==> config.mk <==
export PLATFORM = sky130hd
export DESIGN_NAME = pep_host
export DESIGN_NICKNAME = d
export VERILOG_FILES = /design/src/include/pep_pkg.sv /design/src/rtl/pep_sync2.sv /design/src/rtl/pep_host.sv
export VERILOG_INCLUDE_DIRS = /design/src /design/src/include
export SDC_FILE = /design/constraint.sdc
export NUM_CORES = 1
export LEC_CHECK = 0
export BUFFER_PORTS_ARGS = -buffer_cell sky130_fd_sc_hd__buf_4
export CAP_MARGIN = 25
export CORE_MARGIN = 4
export CORE_UTILIZATION = 64
export CTS_BUF_LIST = sky130_fd_sc_hd__clkbuf_4 sky130_fd_sc_hd__clkbuf_8 sky130_fd_sc_hd__clkbuf_16
export CTS_CLUSTER_DIAMETER = 40
export DETAILED_ROUTE_END_ITERATION = 16
export PLACE_DENSITY = 0.91
export SLEW_MARGIN = 20
export SYNTH_ARGS = -nofsm -noshare
export SYNTH_HDL_FRONTEND = slang
export SYNTH_HIERARCHICAL = 1
export SYNTH_SLANG_ARGS = --single-unit
==> constraint.sdc <==
create_clock -name clk -period 4.65 [get_ports clk]
set_input_delay 0.2325 -clock clk [delete_from_list [all_inputs] [get_ports clk]]
set_output_delay 0.2325 -clock clk [all_outputs]
set_load 0.03 [all_outputs]
==> src/include/pep_params.svh <==
// Timing counts and constants for the parallel byte-memory host controller
`ifndef PEP_PARAMS_SVH
`define PEP_PARAMS_SVH
// ==========================================================================
// Clock
// ==========================================================================
`define PEP_CLK_NS          100
// ==========================================================================
// Array geometry
// ==========================================================================
`define PEP_ADDR_W          11
`define PEP_DATA_W          8
`define PEP_ID_FIRST        11'h7E0
`define PEP_ID_LAST         11'h7FF
// ==========================================================================
// Strobe timing (ns as printed, cycles derived)
// ==========================================================================
`define PEP_RD_ACC_NS       350
`define PEP_RD_ACC_CYC      ((`PEP_RD_ACC_NS + `PEP_CLK_NS - 1) / `PEP_CLK_NS)
`define PEP_WE_PULSE_NS     100
`define PEP_WE_PULSE_CYC    ((`PEP_WE_PULSE_NS + `PEP_CLK_NS - 1) / `PEP_CLK_NS)
`define PEP_SETUP_NS        50
`define PEP_SETUP_CYC       ((`PEP_SETUP_NS + `PEP_CLK_NS - 1) / `PEP_CLK_NS)
// ==========================================================================
// Long times
// ==========================================================================
`define PEP_CLEAR_MS        10
`define PEP_CLEAR_CYC       ((`PEP_CLEAR_MS * 1000000) / `PEP_CLK_NS)
`define PEP_PROG_US         1000
`define PEP_PROG_CYC        ((`PEP_PROG_US * 1000) / `PEP_CLK_NS)
`endif

==> src/include/pep_pkg.sv <==
// Types shared by the host controller files
package pep_pkg;
    // =====================================================================
    // Controller states
    // =====================================================================
    typedef enum logic [3:0]
    {
        PEP_IDLE,
        PEP_RD_WAIT,
        PEP_RD_DONE,
        PEP_WR_SETUP,
        PEP_WR_PULSE,
        PEP_WR_HOLD,
        PEP_POLL_RD,
        PEP_POLL_GAP,
        PEP_CLR_SETUP,
        PEP_CLR_PULSE,
        PEP_CLR_HOLD
    } pep_state_t;
    // Request kinds
    typedef enum logic [1:0]
    {
        PEP_OP_READ,
        PEP_OP_WRITE,
        PEP_OP_CLEAR
    } pep_op_t;
endpackage

==> src/rtl/pep_sync2.sv <==
// Two-flop synchroniser for pins entering the clock domain
`timescale 1ns/1ps
module pep_sync2
    import pep_pkg::*;
#(
    parameter int W = 8
)
(
    input  wire logic         clk,
    input  wire logic         rst_n,
    input  wire logic [W-1:0] d,
    output logic      [W-1:0] q
);
    // =====================================================================
    // Stages
    // =====================================================================
    logic [W-1:0] s1_reg;   // First stage, read only by the second
    logic [W-1:0] q_reg;    // Second stage
    logic [W-1:0] s1_next;
    logic [W-1:0] q_next;

    // Next values
    always_comb
    begin
        s1_next = d;
        q_next  = s1_reg;
    end

    // Register both stages
    always_ff @(posedge clk)
    begin
        if (!rst_n)
        begin
            s1_reg <= '0;
            q_reg  <= '0;
        end
        else
        begin
            s1_reg <= s1_next;
            q_reg  <= q_next;
        end
    end

    assign q = q_reg;
endmodule

==> src/rtl/pep_host.sv <==
// Host controller driving a parallel byte-writable nonvolatile memory
`timescale 1ns/1ps
`include "pep_params.svh"
module pep_host
    import pep_pkg::*;
#(
    parameter int ADDR_W    = `PEP_ADDR_W,
    parameter int DATA_W    = `PEP_DATA_W,
    parameter int CLEAR_CYC = `PEP_CLEAR_CYC,
    parameter int PROG_CYC  = `PEP_PROG_CYC
)
(
    input  wire logic              clk,
    input  wire logic              rst_n,
    input  wire logic              req_valid,
    input  wire pep_op_t           req_op,
    input  wire logic              req_id_space,
    input  wire logic [ADDR_W-1:0] req_addr,
    input  wire logic [DATA_W-1:0] req_wdata,
    output logic                   req_ready,
    output logic                   rsp_valid,
    output logic [DATA_W-1:0]      rsp_rdata,
    output logic                   rsp_timeout,
    output logic                   mem_ce_n,
    output logic                   mem_oe_n,
    output logic                   mem_oe_hv,
    output logic                   mem_we_n,
    output logic                   id_space_select_line,
    output logic [ADDR_W-1:0]      mem_addr,
    output logic [DATA_W-1:0]      mem_dq_out,
    output logic                   mem_dq_oe,
    input  wire logic [DATA_W-1:0] mem_dq_in
);
    // =====================================================================
    // Elaboration checks
    // =====================================================================
    // Refused at elaboration, so a bad build never reaches simulation
    if (ADDR_W != 11 || DATA_W != 8)
    begin
        $error("pep_host serves only an 11-bit by 8-bit array");
    end
    if (CLEAR_CYC < 1 || PROG_CYC < 1)
    begin
        $error("pep_host counts must be at least one cycle");
    end

    localparam int CNT_W = 32;
    localparam int TOP   = DATA_W - 1;
    // Poll budget: three programming times before giving up
    localparam logic [CNT_W-1:0] POLL_LIMIT = CNT_W'(PROG_CYC * 3);

    // =====================================================================
    // Synchronised data inputs
    // =====================================================================
    logic [DATA_W-1:0] dq_sync;     // Pin data after two flops

    pep_sync2 #(.W(DATA_W)) u_sync
    (
        .clk   (clk),
        .rst_n (rst_n),
        .d     (mem_dq_in),
        .q     (dq_sync)
    );

    // =====================================================================
    // State
    // =====================================================================
    pep_state_t        state_reg,   state_next;
    logic [CNT_W-1:0]  cnt_reg,     cnt_next;     // Phase timer
    logic [CNT_W-1:0]  poll_reg,    poll_next;    // Poll budget
    logic [ADDR_W-1:0] addr_reg,    addr_next;
    logic [DATA_W-1:0] wdata_reg,   wdata_next;
    logic              id_reg,      id_next;
    logic              ce_n_reg,    ce_n_next;
    logic              oe_n_reg,    oe_n_next;
    logic              hv_reg,      hv_next;
    logic              we_n_reg,    we_n_next;
    logic              dq_oe_reg,   dq_oe_next;
    logic              ready_reg,   ready_next;
    logic              rvalid_reg,  rvalid_next;
    logic [DATA_W-1:0] rdata_reg,   rdata_next;
    logic              tmo_reg,     tmo_next;

    // Read settle: access time plus two sync flops
    localparam logic [CNT_W-1:0] RD_CYC  = CNT_W'(`PEP_RD_ACC_CYC + 2);
    localparam logic [CNT_W-1:0] WE_CYC  = CNT_W'(`PEP_WE_PULSE_CYC);
    localparam logic [CNT_W-1:0] SU_CYC  = CNT_W'(`PEP_SETUP_CYC);
    localparam logic [CNT_W-1:0] CLR_CYC = CNT_W'(CLEAR_CYC);

    // Next-state logic for the strobe sequencer
    always_comb
    begin
        state_next  = state_reg;
        cnt_next    = cnt_reg;
        poll_next   = poll_reg;
        addr_next   = addr_reg;
        wdata_next  = wdata_reg;
        id_next     = id_reg;
        ce_n_next   = ce_n_reg;
        oe_n_next   = oe_n_reg;
        hv_next     = hv_reg;
        we_n_next   = we_n_reg;
        dq_oe_next  = dq_oe_reg;
        ready_next  = ready_reg;
        rvalid_next = 1'b0;
        rdata_next  = rdata_reg;
        tmo_next    = 1'b0;
        case (state_reg)
            PEP_IDLE:
            begin
                // Idle: everything deasserted, bus released
                ce_n_next  = 1'b1;
                oe_n_next  = 1'b1;
                we_n_next  = 1'b1;
                hv_next    = 1'b0;
                dq_oe_next = 1'b0;
                if (req_valid && ready_reg)
                begin
                    ready_next = 1'b0;
                    addr_next  = req_addr;
                    wdata_next = req_wdata;
                    // ID bytes live only in the top 32 addresses
                    id_next    = req_id_space && (req_addr >= `PEP_ID_FIRST);
                    cnt_next   = '0;
                    case (req_op)
                        PEP_OP_READ:
                        begin
                            state_next = PEP_RD_WAIT;
                            ce_n_next  = 1'b0;
                            oe_n_next  = 1'b0;
                        end
                        PEP_OP_WRITE:
                        begin
                            // Data and address set up with OE high first
                            state_next = PEP_WR_SETUP;
                            dq_oe_next = 1'b1;
                            ce_n_next  = 1'b0;
                        end
                        PEP_OP_CLEAR:
                        begin
                            state_next = PEP_CLR_SETUP;
                            ce_n_next  = 1'b0;
                            hv_next    = 1'b1;
                        end
                        default:
                            ready_next = 1'b1;
                    endcase
                end
            end
            PEP_RD_WAIT:
            begin
                cnt_next = cnt_reg + 1'b1;
                if (cnt_reg + 1'b1 >= RD_CYC)
                begin
                    rdata_next  = dq_sync;
                    // Raising both ends the read and floats the device
                    ce_n_next   = 1'b1;
                    oe_n_next   = 1'b1;
                    rvalid_next = 1'b1;
                    state_next  = PEP_RD_DONE;
                end
            end
            PEP_RD_DONE:
            begin
                ready_next = 1'b1;
                state_next = PEP_IDLE;
            end
            PEP_WR_SETUP:
            begin
                cnt_next = cnt_reg + 1'b1;
                if (cnt_reg + 1'b1 >= SU_CYC)
                begin
                    // WE falls last, so the address is taken here
                    we_n_next  = 1'b0;
                    cnt_next   = '0;
                    state_next = PEP_WR_PULSE;
                end
            end
            PEP_WR_PULSE:
            begin
                cnt_next = cnt_reg + 1'b1;
                if (cnt_reg + 1'b1 >= WE_CYC)
                begin
                    // WE rises first; data is held one more cycle
                    we_n_next  = 1'b1;
                    state_next = PEP_WR_HOLD;
                end
            end
            PEP_WR_HOLD:
            begin
                ce_n_next  = 1'b1;
                dq_oe_next = 1'b0;
                poll_next  = '0;
                cnt_next   = '0;
                state_next = PEP_POLL_GAP;
            end
            PEP_POLL_GAP:
            begin
                // Device programs on its own; host only watches
                poll_next = poll_reg + 1'b1;
                ce_n_next = 1'b0;
                oe_n_next = 1'b0;
                cnt_next  = '0;
                state_next = PEP_POLL_RD;
            end
            PEP_POLL_RD:
            begin
                cnt_next  = cnt_reg + 1'b1;
                poll_next = poll_reg + 1'b1;
                if (cnt_reg + 1'b1 >= RD_CYC)
                begin
                    ce_n_next = 1'b1;
                    oe_n_next = 1'b1;
                    // Inverted top bit means still busy
                    if (dq_sync[TOP] == wdata_reg[TOP])
                    begin
                        rdata_next  = dq_sync;
                        rvalid_next = 1'b1;
                        state_next  = PEP_RD_DONE;
                    end
                    else if (poll_reg >= POLL_LIMIT)
                    begin
                        // Limitation: a dead part is reported, not retried
                        rdata_next  = dq_sync;
                        rvalid_next = 1'b1;
                        tmo_next    = 1'b1;
                        state_next  = PEP_RD_DONE;
                    end
                    else
                        state_next = PEP_POLL_GAP;
                end
            end
            PEP_CLR_SETUP:
            begin
                cnt_next = cnt_reg + 1'b1;
                if (cnt_reg + 1'b1 >= SU_CYC)
                begin
                    we_n_next  = 1'b0;
                    cnt_next   = '0;
                    state_next = PEP_CLR_PULSE;
                end
            end
            PEP_CLR_PULSE:
            begin
                cnt_next = cnt_reg + 1'b1;
                if (cnt_reg + 1'b1 >= CLR_CYC)
                begin
                    we_n_next  = 1'b1;
                    state_next = PEP_CLR_HOLD;
                end
            end
            PEP_CLR_HOLD:
            begin
                ce_n_next   = 1'b1;
                hv_next     = 1'b0;
                rvalid_next = 1'b1;
                rdata_next  = {DATA_W{1'b1}};
                state_next  = PEP_RD_DONE;
            end
            default:
            begin
                state_next = PEP_IDLE;
                ready_next = 1'b1;
            end
        endcase
    end

    // Register the sequencer; idle strobes are all high, high voltage off, bus released
    always_ff @(posedge clk)
    begin
        if (!rst_n)
        begin
            state_reg  <= PEP_IDLE;
            cnt_reg    <= '0;
            poll_reg   <= '0;
            addr_reg   <= '0;
            wdata_reg  <= '0;
            id_reg     <= 1'b0;
            ce_n_reg   <= 1'b1;
            oe_n_reg   <= 1'b1;
            hv_reg     <= 1'b0;
            we_n_reg   <= 1'b1;
            dq_oe_reg  <= 1'b0;
            ready_reg  <= 1'b1;
            rvalid_reg <= 1'b0;
            rdata_reg  <= '0;
            tmo_reg    <= 1'b0;
        end
        else
        begin
            state_reg  <= state_next;
            cnt_reg    <= cnt_next;
            poll_reg   <= poll_next;
            addr_reg   <= addr_next;
            wdata_reg  <= wdata_next;
            id_reg     <= id_next;
            ce_n_reg   <= ce_n_next;
            oe_n_reg   <= oe_n_next;
            hv_reg     <= hv_next;
            we_n_reg   <= we_n_next;
            dq_oe_reg  <= dq_oe_next;
            ready_reg  <= ready_next;
            rvalid_reg <= rvalid_next;
            rdata_reg  <= rdata_next;
            tmo_reg    <= tmo_next;
        end
    end

    // =====================================================================
    // Outputs, all straight from flops
    // =====================================================================
    assign req_ready            = ready_reg;
    assign rsp_valid            = rvalid_reg;
    assign rsp_rdata            = rdata_reg;
    assign rsp_timeout          = tmo_reg;
    assign mem_ce_n             = ce_n_reg;
    assign mem_oe_n             = oe_n_reg;
    assign mem_oe_hv            = hv_reg;
    assign mem_we_n             = we_n_reg;
    assign id_space_select_line = id_reg;
    assign mem_addr             = addr_reg;
    assign mem_dq_out           = wdata_reg;
    assign mem_dq_oe            = dq_oe_reg;
endmodule

==> results.tsv <==
metric	value	unit
ys_seq_elements	120	
die_w	108.9	um
p_per_area	420.9	mW/mm2
irDropWorstVdd	303.2	uV
comb_power_share	0.232	
netlist_instances	840	
path_cells	ha_1 -> and3_1 -> nand4_1 -> or2_2 -> xor2_1 -> nand4_1 -> nor3b_2 -> a22o_1 -> buf_4 -> a21oi_1 -> a31oi_1	
hold_viol_final	0	
switching_share	0.3235	
critical_path_class	flip-flop to flip-flop	
cts-root-buf	clkbuf_8	
final_core_util	0.7881	
grt.total_usage	0.3218	
power	3272	uW
cts_buffers	17	
yosysSeqAreaShare	0.3688	
max-cap-violations	0	
grt_overflow	0	
cpMostUsedCell	nand4_1	
fmax	241.2	MHz
ys.flop_type	dfxtp_1	
crit_slowest_cell	a22o_1	
grt_pass1_wl	30460	um
grt_max_degree	60	
gp_congestion	0.9126	
ys_top_cells_by_count	dfxtp_1 (120), nand2_1 (118), a21oi_1 (72)	
post-route-period-util	0.8915	
yosysWarnings	6	
worst_path_largest_cell_delay	0.81	ns
vias_per_cell	6.541	
ctsResizeCount	0	
die_area	0.01186	mm2
drive_gt1_frac	0.1527	
clock_power_share	0.402	
clock_latency	0.54	ns
antenna_found_initial	1	
drc	0	
netlist_top_cells_area	dfxtp_1 (37%), nand2_1 (6.8%), a21oi_1 (5.5%), nor2_1 (3.9%), nand3_1 (2.8%)	
leakagePower	0.002929	uW
crit_path_max_fanout	27	
synth_nets	879	
yosysUniqueCellTypes	71	
num_vias	6790	
cts_tree	built	
avgSynthCellArea	7.754	um2
clk_pin_slew	0.06	ns
crit_buf_inv	1	
clock_sinks	120	
min_period	4.146	ns
drt_iter0_drc	926	
layout.nets	931	
coreArea	0.009864	mm2
yosysTopAreaCell	dfxtp_1	
portBuffers	68	
setup_tns	0	ns
critPathRequiredTime	5.10	ns
rows	36	
finalSetupViolations	0	
start_util	0.6603	
hpwl	10780	um
crit_family	simple AND/OR/NAND/NOR gates	
tightestPinTransition	0.9520	ns
p_seq_frac	0.366	
p_int	2214	uW
setup_slack	0.5044	ns
cp-start-kind	flip-flop	
wl_per_cell	17.98	um
crit_path_end_kind	flip-flop	
drt-total-wl	18660	um
num_io_pins	69	
dr.pass1.iters	6	
clock_path_buffers	2	
syn_area	0.006514	mm2
grt_pass1_vias	6482	
max_slew_margin	0.3653	
grt_setup_unrepaired	false	
outcome	finished, final reports clean	
synth_edf_count	0	
htree_levels	4	
worstPathArrival	4.59	ns
final_antenna_net_count	0	
num-fill-cells	593	
async_reset_ff_frac	0	
maxSlewViolCount	0	
whs	0.04820	ns
areaGrowthSynthToFinish	19.34	%
min_path_type	input port to flip-flop	
yosysMostFrequentCell	dfxtp_1	
p_sw	1058	uW
clock-skew-final	0.009318	ns
pre_cts_slack	0.7610	ns
dieHeight	108.9	um
synth_top_area_share	0.3688	
through the flow:
stage	area, um2	instances
2_1_floorplan	6514	840
3_3_place_gp	6892	977
3_5_place_dp	6899	978
4_1_cts	7769	1037
5_1_grt	7774	1038
6_report	7774	1038
power groups by stage:
stage	Sequential, uW	Clock [uW]	Combinational, uW
floorplan	1250	0	458
global placement	1200	0	674
detailed placement	1210	0	695
CTS	1190	1310	722
global route	1210	1360	813
finish	1200	1310	759
worst paths after layout:
check	endpoint	startpoint	slack, ns	depth (start not counted)
worst max-delay path	cnt_reg[9]	cnt_reg[0]	0.50	11
worst min-delay path	mem_dq_oe	req_op[1]	0.05	4
worst max register to register	cnt_reg[9]	cnt_reg[0]	0.50	11
worst min register to register	u_sync/q[3]	u_sync/q_next[3]	0.45	1
metal layers:
| metal | vias up | GRT usage | wire length, um |
|---|---|---|---|
| met5 | - | 0 | 0 |
| met4 | 0 | 0.1569 | 777 |
| met3 | 99 | 0.08171 | 1487 |
| met2 | 417 | 0.5535 | 9268 |
| met1 | 3154 | 0.3710 | 7129 |
| li1 | 3120 | - | - |
area by class of cell:
class | instances | area [um2] | area share
Antenna cell | 1 | 2.502 | 0.0003219
Clock buffer | 24 | 498.0 | 0.06406
Clock inverter | 7 | 91.34 | 0.01175
Inverter | 21 | 78.83 | 0.01014
Multi-Input combinational cell | 632 | 3714 | 0.4777
Sequential cell | 120 | 2402 | 0.3090
Tap cell | 133 | 166.4 | 0.02141
Timing Repair Buffer | 100 | 820.8 | 0.1056
logic make-up (layout without fill, tap and decap cells):
kind of cell               Yosys count  count (layout)  share of synthesized area
adders and majority gates            6               6                    0.01152
buffers and inverters               88             152                    0.06147
other                                0               1                          0
xor gates and xnor gates            17              17                    0.02286
AOI/OAI and AO/OA                  213             213                     0.2130
DFF                                120             120                     0.3688
muxes                               11              11                    0.01710
and+or+nand+nor                    385             385                     0.3052
repair_timing:
| action | in CTS | in global routing |
|---|---|---|
| hold buffers | 28 | 0 |
| buffers inserted | 0 | 0 |
| hold endpoints to repair | 28 | 0 |
cell usage in the layout (no fill, tap or decap), types with 4 or more instances in the layout:
master	count
a22o_1	7
and4_1	6
buf_4	72
dlygate4sd3_1	28
nor2b_1	8
o211ai_1	11
clkbuf_16	16
and2_2	12
xnor2_1	13
or2_2	6
a31oi_1	20
a311oi_1	12
or3_1	6
a21o_1	5
a22oi_1	10
a21oi_1	72
nor3_1	19
a211oi_1	7
dfxtp_1	120
nand2_1	118
a21boi_0	8
o21ai_0	31
nand3_1	37
inv_1	20
mux2i_1	10
ha_1	6
xor2_1	4
nand4_1	25
nand2b_1	11
and3_1	18
clkbuf_8	6
nor2_1	67
and2_1	18
nor4_1	13
worst reg2reg max path: stages (launching register included):
cell and delay [ns]:
dfxtp_1 0.52, ha_1 0.36, and3_1 0.42, nand4_1 0.22, or2_2 0.41, xor2_1 0.15
nand4_1 0.22, nor3b_2 0.33, a22o_1 0.81, buf_4 0.34, a21oi_1 0.09, a31oi_1 0.17
Power figures use the tool's default switching activity.
